--- src/inc/shpc_pkg.sv ---
// constants, register map and state type of the shunt power monitor block
package shpc_pkg;
    // register pointers
    localparam logic [7:0]  PTR_CONFIG   = 8'h00;
    localparam logic [7:0]  PTR_SHUNT    = 8'h01;
    localparam logic [7:0]  PTR_SUPPLY   = 8'h02;
    localparam logic [7:0]  PTR_POWER    = 8'h03;
    localparam logic [7:0]  PTR_CURRENT  = 8'h04;
    localparam logic [7:0]  PTR_SCALE    = 8'h05;
    // reset values
    localparam logic [15:0] CONFIG_RST   = 16'h4127;
    localparam logic [15:0] WORD_ZERO    = 16'h0000;
    // configuration fields
    localparam int          CFG_SOFT_RST = 15;
    localparam int          CFG_SHUNT_EN = 0;
    localparam int          CFG_BUS_EN   = 1;
    localparam int          SUPPLY_MSB   = 15;
    // arithmetic divisors
    localparam int          CURRENT_DIV  = 2048;
    localparam int          POWER_DIV    = 20000;
    // slave address: base with strap codes in bits 3:2 and 1:0
    localparam logic [6:0]  SLAVE_BASE   = 7'h40;
    localparam logic [1:0]  STRAP_GND    = 2'h0;
    localparam logic [1:0]  STRAP_SUPPLY = 2'h1;
    localparam logic [1:0]  STRAP_SDA    = 2'h2;
    localparam logic [1:0]  STRAP_SCL    = 2'h3;
    // serial timing
    localparam int          BYTE_BITS    = 8;
    localparam int          CLK_HZ       = 25000000;
    localparam int          TIMEOUT_MS   = 28;
    localparam int          TIMEOUT_CYC  = TIMEOUT_MS * (CLK_HZ / 1000);
    // serial state machine
    typedef enum logic [2:0] {
        SHPC_IDLE,
        SHPC_ADDR,
        SHPC_AACK,
        SHPC_RX,
        SHPC_RACK,
        SHPC_TX,
        SHPC_MACK
    } shpc_state_t;
endpackage

--- src/core/shpc_monitor.sv ---
// current and power arithmetic with a two-wire serial slave register port
//
// Behaviour
// - current = shunt times scale, divided by 2048
// - power = current magnitude times supply level, /20000
// - supply level at pointer 02h, fixed scale
// - supply level top bit always reads zero
// - power 03h, current 04h, scale 05h readable
// - no valid current/power before scale written
// - results zero until scale is written
// - default config 4127h runs continuous conversions
// - all registers volatile, defaults at reset
// - address sampled on rise, ack on ninth
// - eight bits plus ack; SDA change decoded
// - 28 ms timeout resets serial state
// - first byte: seven address bits plus direction
// - straps decode four levels into address bits
// - straps sampled on every transaction
// - write: pointer, then MSB, LSB, each acked
// - read returns pointed register, MSB first
module shpc_monitor
    import shpc_pkg::*;
#(
    parameter int TIMEOUT_CYCLES = TIMEOUT_CYC       // bus stall limit in clocks
) (
    input  wire logic        clk,                // system clock
    input  wire logic        reset_n,            // synchronous reset, active low
    input  wire logic        scl_in,             // serial clock pin level
    input  wire logic        sda_in,             // serial data pin level
    output logic             sda_out,            // data drive value, always low
    output logic             sda_oe,             // high while pulling data low
    input  wire logic        addr_strap_low_in,  // low address strap pin level
    input  wire logic        addr_strap_high_in, // high address strap pin level
    input  wire logic [15:0] shunt_sample,       // new shunt drop conversion
    input  wire logic [15:0] supply_sample,      // new supply level conversion
    input  wire logic        sample_valid,       // one-cycle pulse, samples valid
    output logic [15:0]      op_config,          // operating configuration
    output logic             result_valid        // scale factor programmed
);

    // pin synchronisers; stage 3 only feeds edge detection
    logic [2:0]  scl_s;
    logic [2:0]  sda_s;
    logic [1:0]  sl_s;
    logic [1:0]  sh_s;

    shpc_state_t state_r;
    logic [3:0]  bit_cnt_r;
    logic [7:0]  shift_r;
    logic [15:0] tx_sh_r;
    logic        rw_r;
    logic        nack_r;
    logic [1:0]  byte_idx_r;
    logic        sda_oe_r;
    logic        rx_stb_r;
    logic [1:0]  rx_idx_r;
    logic [7:0]  rx_byte_r;

    logic [7:0]  ptr_r;
    logic [7:0]  msb_hold_r;
    logic [15:0] config_r;
    logic [15:0] scale_r;
    logic        scale_set_r;
    logic [15:0] shunt_r;
    logic [15:0] supply_r;
    logic [15:0] current_r;
    logic [15:0] power_r;
    logic        calc_cur_r;
    logic        calc_pwr_r;

    logic [1:0]  d_sda_r;
    logic [1:0]  d_scl_r;
    logic [1:0]  seen1_r;
    logic [19:0] to_cnt_r;
    logic        to_hit;

    logic        scl_rise;
    logic        scl_fall;
    logic        start_ev;
    logic        stop_ev;
    logic [6:0]  my_addr;
    logic [15:0] rd_word;
    logic [15:0] wr_word;
    logic        wr_stb;
    logic        soft_rst;

    // two flops before any logic reads a pin
    always_ff @(posedge clk) begin
        if (!reset_n) begin
            scl_s <= 3'h7;
            sda_s <= 3'h7;
            sl_s  <= 2'h0;
            sh_s  <= 2'h0;
        end else begin
            scl_s <= {scl_s[1:0], scl_in};
            sda_s <= {sda_s[1:0], sda_in};
            sl_s  <= {sl_s[0], addr_strap_low_in};
            sh_s  <= {sh_s[0], addr_strap_high_in};
        end
    end

    // bus events; data change while clock high is start or stop
    assign scl_rise = scl_s[1] & ~scl_s[2];
    assign scl_fall = ~scl_s[1] & scl_s[2];
    assign start_ev = scl_s[1] & scl_s[2] & sda_s[2] & ~sda_s[1];
    assign stop_ev  = scl_s[1] & scl_s[2] & ~sda_s[2] & sda_s[1];

    // strap level tracking; restarted at every start condition
    always_ff @(posedge clk) begin
        if (!reset_n || start_ev) begin
            d_sda_r <= 2'h0;
            d_scl_r <= 2'h0;
            seen1_r <= 2'h0;
        end else if (state_r == SHPC_ADDR) begin
            d_sda_r <= d_sda_r | {sh_s[1] ^ sda_s[1], sl_s[1] ^ sda_s[1]};
            d_scl_r <= d_scl_r | {sh_s[1] ^ scl_s[1], sl_s[1] ^ scl_s[1]};
            seen1_r <= seen1_r | {sh_s[1], sl_s[1]};
        end
    end

    // a strap that tracked a bus line is tied to it, else a rail
    function automatic logic [1:0] strap_code(input logic dsda, input logic dscl,
                                              input logic hi);
        if (!dsda)
            strap_code = STRAP_SDA;
        else if (!dscl)
            strap_code = STRAP_SCL;
        else if (hi)
            strap_code = STRAP_SUPPLY;
        else
            strap_code = STRAP_GND;
    endfunction

    assign my_addr = SLAVE_BASE |
                     {3'h0, strap_code(d_sda_r[1], d_scl_r[1], seen1_r[1]),
                      strap_code(d_sda_r[0], d_scl_r[0], seen1_r[0])};

    // stall watchdog, cleared by any clock edge or idle bus
    always_ff @(posedge clk) begin
        if (!reset_n || state_r == SHPC_IDLE || scl_rise || scl_fall)
            to_cnt_r <= 20'h00000;
        else if (!to_hit)
            to_cnt_r <= to_cnt_r + 20'h00001;
    end
    assign to_hit = (to_cnt_r == 20'(TIMEOUT_CYCLES - 1));

    // serial state machine; data is driven only after a falling edge
    always_ff @(posedge clk) begin
        rx_stb_r <= 1'b0;
        if (!reset_n || to_hit) begin
            state_r    <= SHPC_IDLE;
            sda_oe_r   <= 1'b0;
            bit_cnt_r  <= 4'h0;
            shift_r    <= 8'h00;
            tx_sh_r    <= WORD_ZERO;
            rw_r       <= 1'b0;
            nack_r     <= 1'b0;
            byte_idx_r <= 2'h0;
            rx_idx_r   <= 2'h0;
            rx_byte_r  <= 8'h00;
        end else if (start_ev) begin
            state_r   <= SHPC_ADDR;
            sda_oe_r  <= 1'b0;
            bit_cnt_r <= 4'h0;
        end else if (stop_ev) begin
            state_r  <= SHPC_IDLE;
            sda_oe_r <= 1'b0;
        end else begin
            case (state_r)
                SHPC_ADDR: begin
                    if (scl_rise) begin
                        shift_r   <= {shift_r[6:0], sda_s[1]};
                        bit_cnt_r <= bit_cnt_r + 4'h1;
                    end else if (scl_fall && bit_cnt_r == 4'(BYTE_BITS)) begin
                        if (shift_r[7:1] == my_addr) begin
                            rw_r       <= shift_r[0];
                            sda_oe_r   <= 1'b1;
                            byte_idx_r <= 2'h0;
                            state_r    <= SHPC_AACK;
                        end else begin
                            state_r <= SHPC_IDLE;
                        end
                    end
                end
                SHPC_AACK: begin
                    if (scl_fall) begin
                        bit_cnt_r <= 4'h0;
                        if (rw_r) begin
                            tx_sh_r  <= rd_word;
                            sda_oe_r <= ~rd_word[15];
                            state_r  <= SHPC_TX;
                        end else begin
                            sda_oe_r <= 1'b0;
                            state_r  <= SHPC_RX;
                        end
                    end
                end
                SHPC_RX: begin
                    if (scl_rise) begin
                        shift_r   <= {shift_r[6:0], sda_s[1]};
                        bit_cnt_r <= bit_cnt_r + 4'h1;
                    end else if (scl_fall && bit_cnt_r == 4'(BYTE_BITS)) begin
                        rx_stb_r  <= 1'b1;
                        rx_idx_r  <= byte_idx_r;
                        rx_byte_r <= shift_r;
                        sda_oe_r  <= 1'b1;
                        state_r   <= SHPC_RACK;
                        if (byte_idx_r != 2'h3)
                            byte_idx_r <= byte_idx_r + 2'h1;
                    end
                end
                SHPC_RACK: begin
                    if (scl_fall) begin
                        sda_oe_r  <= 1'b0;
                        bit_cnt_r <= 4'h0;
                        state_r   <= SHPC_RX;
                    end
                end
                SHPC_TX: begin
                    if (scl_fall) begin
                        tx_sh_r   <= {tx_sh_r[14:0], 1'b0};
                        bit_cnt_r <= bit_cnt_r + 4'h1;
                        if (bit_cnt_r == 4'(BYTE_BITS - 1)) begin
                            sda_oe_r <= 1'b0;
                            state_r  <= SHPC_MACK;
                        end else begin
                            sda_oe_r <= ~tx_sh_r[14];
                        end
                    end
                end
                SHPC_MACK: begin
                    if (scl_rise) begin
                        nack_r <= sda_s[1];
                    end else if (scl_fall) begin
                        bit_cnt_r  <= 4'h0;
                        byte_idx_r <= {1'b0, ~byte_idx_r[0]};
                        if (nack_r) begin
                            state_r <= SHPC_IDLE;
                        end else if (byte_idx_r[0]) begin
                            // word sent whole; a further read repeats it fresh
                            tx_sh_r  <= rd_word;
                            sda_oe_r <= ~rd_word[15];
                            state_r  <= SHPC_TX;
                        end else begin
                            sda_oe_r <= ~tx_sh_r[15];
                            state_r  <= SHPC_TX;
                        end
                    end
                end
                default: begin
                    state_r <= SHPC_IDLE;
                end
            endcase
        end
    end

    // open drain: only ever pulls low
    assign sda_out = 1'b0;
    assign sda_oe  = sda_oe_r;

    // pointer from first data byte, high byte held for the low one
    always_ff @(posedge clk) begin
        if (!reset_n) begin
            ptr_r      <= PTR_CONFIG;
            msb_hold_r <= 8'h00;
        end else if (rx_stb_r) begin
            if (rx_idx_r == 2'h0)
                ptr_r <= rx_byte_r;
            else if (rx_idx_r == 2'h1)
                msb_hold_r <= rx_byte_r;
        end
    end

    // third byte completes the word; bytes beyond are acked, dropped
    assign wr_stb   = rx_stb_r && rx_idx_r == 2'h2;
    assign wr_word  = {msb_hold_r, rx_byte_r};
    assign soft_rst = wr_stb && ptr_r == PTR_CONFIG && wr_word[CFG_SOFT_RST];

    // configuration; its top bit returns every register except the pointer to default
    always_ff @(posedge clk) begin
        if (!reset_n || soft_rst)
            config_r <= CONFIG_RST;
        else if (wr_stb && ptr_r == PTR_CONFIG)
            config_r <= wr_word;
    end

    // scale factor and the flag that releases the results
    always_ff @(posedge clk) begin
        if (!reset_n || soft_rst) begin
            scale_r     <= WORD_ZERO;
            scale_set_r <= 1'b0;
        end else if (wr_stb && ptr_r == PTR_SCALE) begin
            scale_r     <= wr_word;
            scale_set_r <= 1'b1;
        end
    end

    // conversion capture, gated by the enabled channels
    always_ff @(posedge clk) begin
        if (!reset_n || soft_rst) begin
            shunt_r    <= WORD_ZERO;
            supply_r   <= WORD_ZERO;
            calc_cur_r <= 1'b0;
            calc_pwr_r <= 1'b0;
        end else begin
            calc_cur_r <= sample_valid;
            calc_pwr_r <= calc_cur_r;
            if (sample_valid && config_r[CFG_SHUNT_EN])
                shunt_r <= shunt_sample;
            if (sample_valid && config_r[CFG_BUS_EN]) begin
                supply_r             <= supply_sample;
                supply_r[SUPPLY_MSB] <= 1'b0;
            end
        end
    end

    // arithmetic: 33-bit signed and 32-bit unsigned products, no overflow
    logic signed [32:0] cur_prod;
    logic signed [32:0] cur_quot;
    logic        [16:0] cur_mag;
    logic        [31:0] pwr_prod;
    logic        [31:0] pwr_quot;

    assign cur_prod = $signed(shunt_r) * $signed({1'b0, scale_r});
    assign cur_quot = cur_prod / 33'(CURRENT_DIV);
    assign cur_mag  = current_r[15] ? 17'(-$signed(current_r)) : {1'b0, current_r};
    assign pwr_prod = 32'(cur_mag[15:0]) * 32'(supply_r);
    assign pwr_quot = pwr_prod / 32'(POWER_DIV);

    // results update one and two cycles after a sample pair
    always_ff @(posedge clk) begin
        if (!reset_n || soft_rst || !scale_set_r) begin
            current_r <= WORD_ZERO;
            power_r   <= WORD_ZERO;
        end else begin
            if (calc_cur_r)
                current_r <= cur_quot[15:0];
            if (calc_pwr_r)
                power_r <= pwr_quot[15:0];
        end
    end

    // read mux; unmapped pointers read zero
    always_comb begin
        case (ptr_r)
            PTR_CONFIG:  rd_word = config_r;
            PTR_SHUNT:   rd_word = shunt_r;
            PTR_SUPPLY:  rd_word = supply_r;
            PTR_POWER:   rd_word = power_r;
            PTR_CURRENT: rd_word = current_r;
            PTR_SCALE:   rd_word = scale_r;
            default:     rd_word = WORD_ZERO;
        endcase
    end

    assign op_config    = config_r;
    assign result_valid = scale_set_r;

endmodule

--- config.mk ---
export PLATFORM = sky130hd
export DESIGN_NAME = shpc_monitor
export DESIGN_NICKNAME = d
export VERILOG_FILES = /design/src/inc/shpc_pkg.sv /design/src/core/shpc_monitor.sv
export SDC_FILE = /design/constraint.sdc
export NUM_CORES = 2
export LEC_CHECK = 0
export ABC_CLOCK_PERIOD_IN_PS = 26600
export BUFFER_PORTS_ARGS = -buffer_cell sky130_fd_sc_hd__buf_2
export CAP_MARGIN = 20
export CELL_PAD_IN_SITES_DETAIL_PLACEMENT = 1
export CELL_PAD_IN_SITES_GLOBAL_PLACEMENT = 2
export CORE_ASPECT_RATIO = 0.5
export CORE_UTILIZATION = 41
export DETAILED_ROUTE_END_ITERATION = 16
export PLACE_DENSITY_LB_ADDON = 0.1
export SLEW_MARGIN = 20
export SYNTH_ARGS = -nofsm -noshare
export SYNTH_HDL_FRONTEND = slang
export SYNTH_SLANG_ARGS = --single-unit
export TNS_END_PERCENT = 20
--- constraint.sdc ---
create_clock -name clk -period 26.6 [get_ports clk]
set_input_delay 1.33 -clock clk [delete_from_list [all_inputs] [get_ports clk]]
set_output_delay 1.33 -clock clk [all_outputs]
set_load 0.02 [all_outputs]
# After elaboration in Yosys (flattened, before gate mapping)
# Cells that the tools add are included.
dict set report op_classes {
  add_sub_neg 5
  n_mul 2
  div_mod_pow 1
  eq_ne 44
  mux 62
  bitwise 28
  n_reduce_logical 41
}
# operator count
set op_table {}
lappend op_table {{$mux W16} 8}
lappend op_table {{$pmux W16 S6} 1}
lappend op_table {{$pmux W16 S3} 1}
lappend op_table {{$mux W3} 12}
lappend op_table {{$ne A4 B4 Y1 const B} 9}
lappend op_table {{$mul A16 B17 Y33} 1}
lappend op_table {{$div A32 B15 Y32 const B} 1}
lappend op_table {{$mul A16 B15 Y31} 1}
lappend op_table {{$reduce_and A10 Y1} 3}
lappend op_table {{$ne A2 B2 Y1 const B} 14}
lappend op_table {{$mux W2} 13}
lappend op_table {{$add A20 B1 Y20 const B} 1}
lappend op_table {{$eq A20 B20 Y1 const B} 1}
lappend op_table {{$mux W1} 19}
lappend op_table {{$pmux W3 S6} 1}
lappend op_table {{$add A16 B1 Y16} 1}
lappend op_table {{$eq A8 B2 Y1 const B} 2}
lappend op_table {{$eq A8 B3 Y1 const B} 2}
lappend op_table {{$mux W4} 4}
lappend op_table {{$neg A16 Y16} 1}
lappend op_table {{$pmux W4 S4} 1}
lappend op_table {{$not A1 Y1} 13}
lappend op_table {{$reduce_and A12 Y1} 1}
lappend op_table {{$reduce_and A11 Y1} 1}
lappend op_table {{36 further kinds} 71}
dict set report totals {
  ff_bits 197
  inputBits 39
  out_inout_bits 19
  word_cells 214
}

# Depth between registers and ports, before layout
dict set report logic_depth {
  depth_word 10
  depth_mapped 91
  depth_no_buf 75
}

# Least setup slack after synthesis
# No wires, ideal clock.
dict set report synth_timing {
  kind {register to register}
  start {register current_r[5]}
  end {register power_r[0]}
  setup_time_ps 132
  t_arrival_ps 20775
  t_required_ps 26468
  setup_slack_ps 5693
  path_stages_with_launch 75
  path_buffers 3
  synth_period_minus_slack_ps 20907
  path_cell_list {dfxtp_1 or4_1 or4_1 or3_1 nor4b_1 clkbuf_1 and2_1 fa_1 inv_1 fa_1 inv_1 fa_1 fa_1 fa_1 inv_1 fa_1 inv_1 ha_1 [... 39 more ...] a31oi_2 o21ai_1 maj3_1 xnor2_1 or4_1 o211ai_2 a311oi_2 a2111oi_2 maj3_2 xor2_4 mux2i_1 a21oi_2 xor2_1 or4_1 a31oi_1 nor4_1 nor4_1 o32ai_1}
}
dict set report synth_via {
  elab_chain_len 4
}
# element line_no
set synth_lines {}
lappend synth_lines {{start: declaration} shpc_monitor.sv:66} ;# logic [15:0] current_r;
lappend synth_lines {{start signal: assignment} shpc_monitor.sv:337} ;# current_r <= cur_quot[15:0];
lappend synth_lines {{$neg A16 Y16} shpc_monitor.sv:326} ;# assign cur_mag = current_r[15] ? 17'(-$signed(current_r)) : {1'b0, current_r};
lappend synth_lines {{$mux W16 *} shpc_monitor.sv:326}
lappend synth_lines {{$mul A16 B15 Y31 *} shpc_monitor.sv:327} ;# assign pwr_prod = 32'(cur_mag[15:0]) * 32'(supply_r);
lappend synth_lines {{$div A32 B15 Y32 *} shpc_monitor.sv:328} ;# assign pwr_quot = pwr_prod / 32'(POWER_DIV);
lappend synth_lines {{end signal: assignment} shpc_monitor.sv:339} ;# power_r <= pwr_quot[15:0];
lappend synth_lines {{end: declaration} shpc_monitor.sv:67} ;# logic [15:0] power_r;
# Mark *: on every way between the ends. The rest lies on a longest branch, timed or not.
# A chain may end at the register's enable or synchronous reset.

# Worst setup path after layout
# Ends and elaborated chain as after synthesis.

==> impl_metrics.py <==
metrics = {
    "status": {
        "status": "complete, no violations",
    },
    "sta": {
        "rsz0062_at_grt": "false",
        "max_freq_mhz": 40.3,
        "post-route-min-period_ns": 24.80,
        "slew_headroom": 0.234,
        "finalHoldViolCount": 0,
        "setup_viol": 0,
        "finClkSkew_ns": 0.0185,
        "slew_violations": 0,
        "fin_tns_setup_ns": 0,
        "tightest_slew_ns": 1.15,
        "setup_ws_ns": 1.80,
        "fin_crit_sh": 0.932,
        "whs_ns": 0.417,
    },
    "cells_and_area": {
        "areaGrowthSynthToFinish_pct": 6.18,
        "drive_gt1_frac": 0.0788,
        "final_net_count": 4543,
    },
    "worst_setup_path": {
        "crit_type": "flop to flop",
        "crit_fanout": 15,
        "arrival_ns": 25.15,
        "rr_worst_depth": 73,
        "start_kind": "flop",
        "critPathBufInv": 5,
        "crit_path_top_delay_cell": "or4_1",
        "critPathMaxStageDelay_ns": 0.61,
        "worst_path_most_repeated_cell": "fa_1",
        "endpoint_kind": "flop",
        "critPathTopFamily": "compound AO/OA/AOI/OAI gates",
        "r2r-end": "power_r[0]$_SDFFE_PP0P_",
        "required_ns": 26.95,
        "regToRegStartpoint": "current_r[5]$_SDFFE_PP0P_",
        "rrSetupSlack_ns": 1.80,
    },
    "route": {
        "ant_nets": 0,
        "via_per_inst": 5.56,
        "detail_route.wl_per_cell_um": 20.2,
        "vias": 27600,
        "wl_um": 100000,
        "drt_iter0_drc": 1373,
        "first_pass_iters": 5,
        "drc_errors": 0,
    },
    "pwr": {
        "power.leakage_uw": 0.0157,
        "p_seq_frac": 0.495,
        "p_sw_uw": 179,
        "p_int_uw": 447,
        "clkPwrFrac": 0.434,
        "power_per_cell_area_mw_per_mm2": 18.3,
        "pwr-share-comb": 0.071,
        "ir_drop_mv": 0.0589,
        "switching_share": 0.286,
    },
    "synth": {
        "syn_inst": 3965,
        "syn_area_sq_mm": 0.0322,
        "yosys-top-cells-count": "nand2_1 (554), inv_1 (480), fa_1 (374), and2_1 (264), a21oi_1 (253)",
        "async_flop_share": 0,
        "synth_top_cell_area_share": 0.233,
        "synth_area_leaders": "fa_1 (23%), dfxtp_1 (12%), ha_1 (8.7%), nand2_1 (6.5%), inv_1 (5.6%)",
        "avgSynthCellArea_sq_um": 8.12,
        "synth_cell_types": 132,
        "synthFlopType": "dfxtp_1",
        "yosysWarningCount": 0,
        "yosys.area.top_type": "fa_1",
        "ys_seq_elements": 197,
        "synth_edf_count": 0,
        "synth_nets": 4602,
        "synth_seq_area_share": 0.123,
        "synth.most_common_cell": "nand2_1",
    },
    "cts": {
        "clock-sinks": 197,
        "clk_pin_slew_ns": 0.08,
        "cts_buffer_depth": 2,
        "cts_buffers": 17,
        "cts_hold_buf": 0,
        "clock_latency_ns": 0.49,
        "htree_levels": 4,
        "clockRootBuffer": "clkbuf_16",
        "cts_tree": "done",
    },
    "placed_design": {
        "place_ws_ns": 1.51,
        "dp_hpwl_um": 78000,
        "place.gp.congestion": 0.839,
        "numPortBuffers": 55,
    },
    "worst_hold_path": {
        "min_to": "sda_s[1]$_SDFF_PN1_",
        "min_path_cells": 1,
        "min-delay-start": "sda_s[0]$_SDFF_PN1_",
        "hold_class": "flop to flop",
    },
    "floorplanning": {
        "ios": 58,
        "dieWidth_um": 398,
        "dieArea_sq_mm": 0.0797,
        "core-area_sq_mm": 0.0775,
        "start_util": 0.415,
        "rows": 72,
        "die-height_um": 200,
    },
    "global_route": {
        "grt_overflow": 0,
        "grt_pass1_wl_um": 164000,
        "grtUsageTotal": 0.261,
        "grt_max_degree": 54,
        "antenna_found_initial": 1,
        "grt_pass1_vias": 29200,
    },
    "flow_run": {
        "max_cap_viol_count": 0,
    },
}
-- layout make-up --
cell class,instances,area (sq um)
antenna,3,7.51
inverter,480,1800
tap,1036,1300
multi-input combinational,3101,25800
sequential,197,3950
fill,9356,43300
clock buffer,17,425
timing repair buffer,109,688
clock inverter,15,165
-- routing by layer --
metal / vias to the layer above / share of wire / global-route usage
met1: 14000 / 0.49 / 0.367
met2: 354 / 0.46 / 0.433
met3: 99 / 0.030 / 0.0260
li1: 13100 / - / -
met5: - / 0 / 0
met4: 0 / 0.018 / 0.0565
-- per-stage QoR --
| stage | cell area, sq um | cells | power (uW) | utilization |
|---|---|---|---|---|
| floorplan | 32200 | 3965 | 339 | - |
| detailed placement | 33500 | 4922 | 362 | 0.432 |
| finish | 34200 | 4958 | 626 | 0.441 |
| global route | 34200 | 4955 | 650 | 0.441 |
| CTS | 34100 | 4954 | 635 | 0.440 |
| global placement | 33500 | 4922 | 361 | 0.432 |
-- worst max-delay path by stage --
stage          depth (start not counted)                       from                       to
6_report                              73  current_r[5]$_SDFFE_PP0P_  power_r[0]$_SDFFE_PP0P_
5_1_grt                               73  current_r[5]$_SDFFE_PP0P_  power_r[0]$_SDFFE_PP0P_
4_1_cts                               77  current_r[0]$_SDFFE_PP0P_  power_r[0]$_SDFFE_PP0P_
3_5_place_dp                          77  current_r[0]$_SDFFE_PP0P_  power_r[0]$_SDFFE_PP0P_
3_3_place_gp                          77  current_r[0]$_SDFFE_PP0P_  power_r[0]$_SDFFE_PP0P_
2_1_floorplan                         74  current_r[5]$_SDFFE_PP0P_  power_r[0]$_SDFFE_PP0P_
-- timing repair --
action,in CTS,in global routing
endpoints found under the setup margin,0,2
resized for setup,0,8
setup buffers,0,0
-- registers in the layout, indices dropped and copies added, names as in the netlist, 15 cells and up --
name / flops
current_r: 16
op_config: 16
power_r: 16
scale_r: 16
shunt_r: 16
supply_r: 15
to_cnt_r: 20
tx_sh_r: 16
-- worst register-to-register path, delay by kind of cell (launching register included) --
family / cells / cell delay, ns
adder cells (fa/ha/maj): 7 / 3.60
buffers and inverters: 5 / 0.46
AO/OA/AOI/OAI: 30 / 10.01
multiplexers: 5 / 1.92
XOR/XNOR: 4 / 1.07
AND/OR/NAND/NOR: 22 / 7.22
flip-flops: 1 / 0.44
-- cells in the final DEF, fill, tap and decap left out, drive strengths merged, types with 11 or more instances in the layout --
cell type and instances:
a2111oi 11, a211o 13, a211oi 64, a21o 30, a21oi 262, a22oi 26, a31o 12, a31oi 27
and2 265, and3 23, buf 109, clkbuf 17, dfxtp 197, fa 374, ha 224, inv 487
mux2 14, mux2i 70, nand2 555, nand2b 52, nand3 67, nand4 23, nor2 233, nor2b 38
nor3 72, nor4 25, o211a 14, o211ai 28, o21a 35, o21ai 120, o21bai 16, o22ai 12
o31ai 21, or2 28, or3 18, xnor2 119, xor2 53
-- cell families after synthesis --
group,after synthesis,synth area share
xor gates and xnor gates,172,0.0488
other,1,0.000117
buffers and inverters,667,0.0794
adders and majority gates,602,0.321
and+or+nand+nor,1434,0.219
muxes,85,0.0284
AOI/OAI and AO/OA,807,0.180
DFF,197,0.123
-- power by group through the flow --
stage	registers, uW	logic (uW)	clock network (uW)
floorplan	308	31.5	0
global placement	317	43.8	0
detailed placement	317	44.8	0
CTS	310	45.2	280
global route	311	50.0	289
finish	310	44.5	272
(Power assumes the default switching activity.)
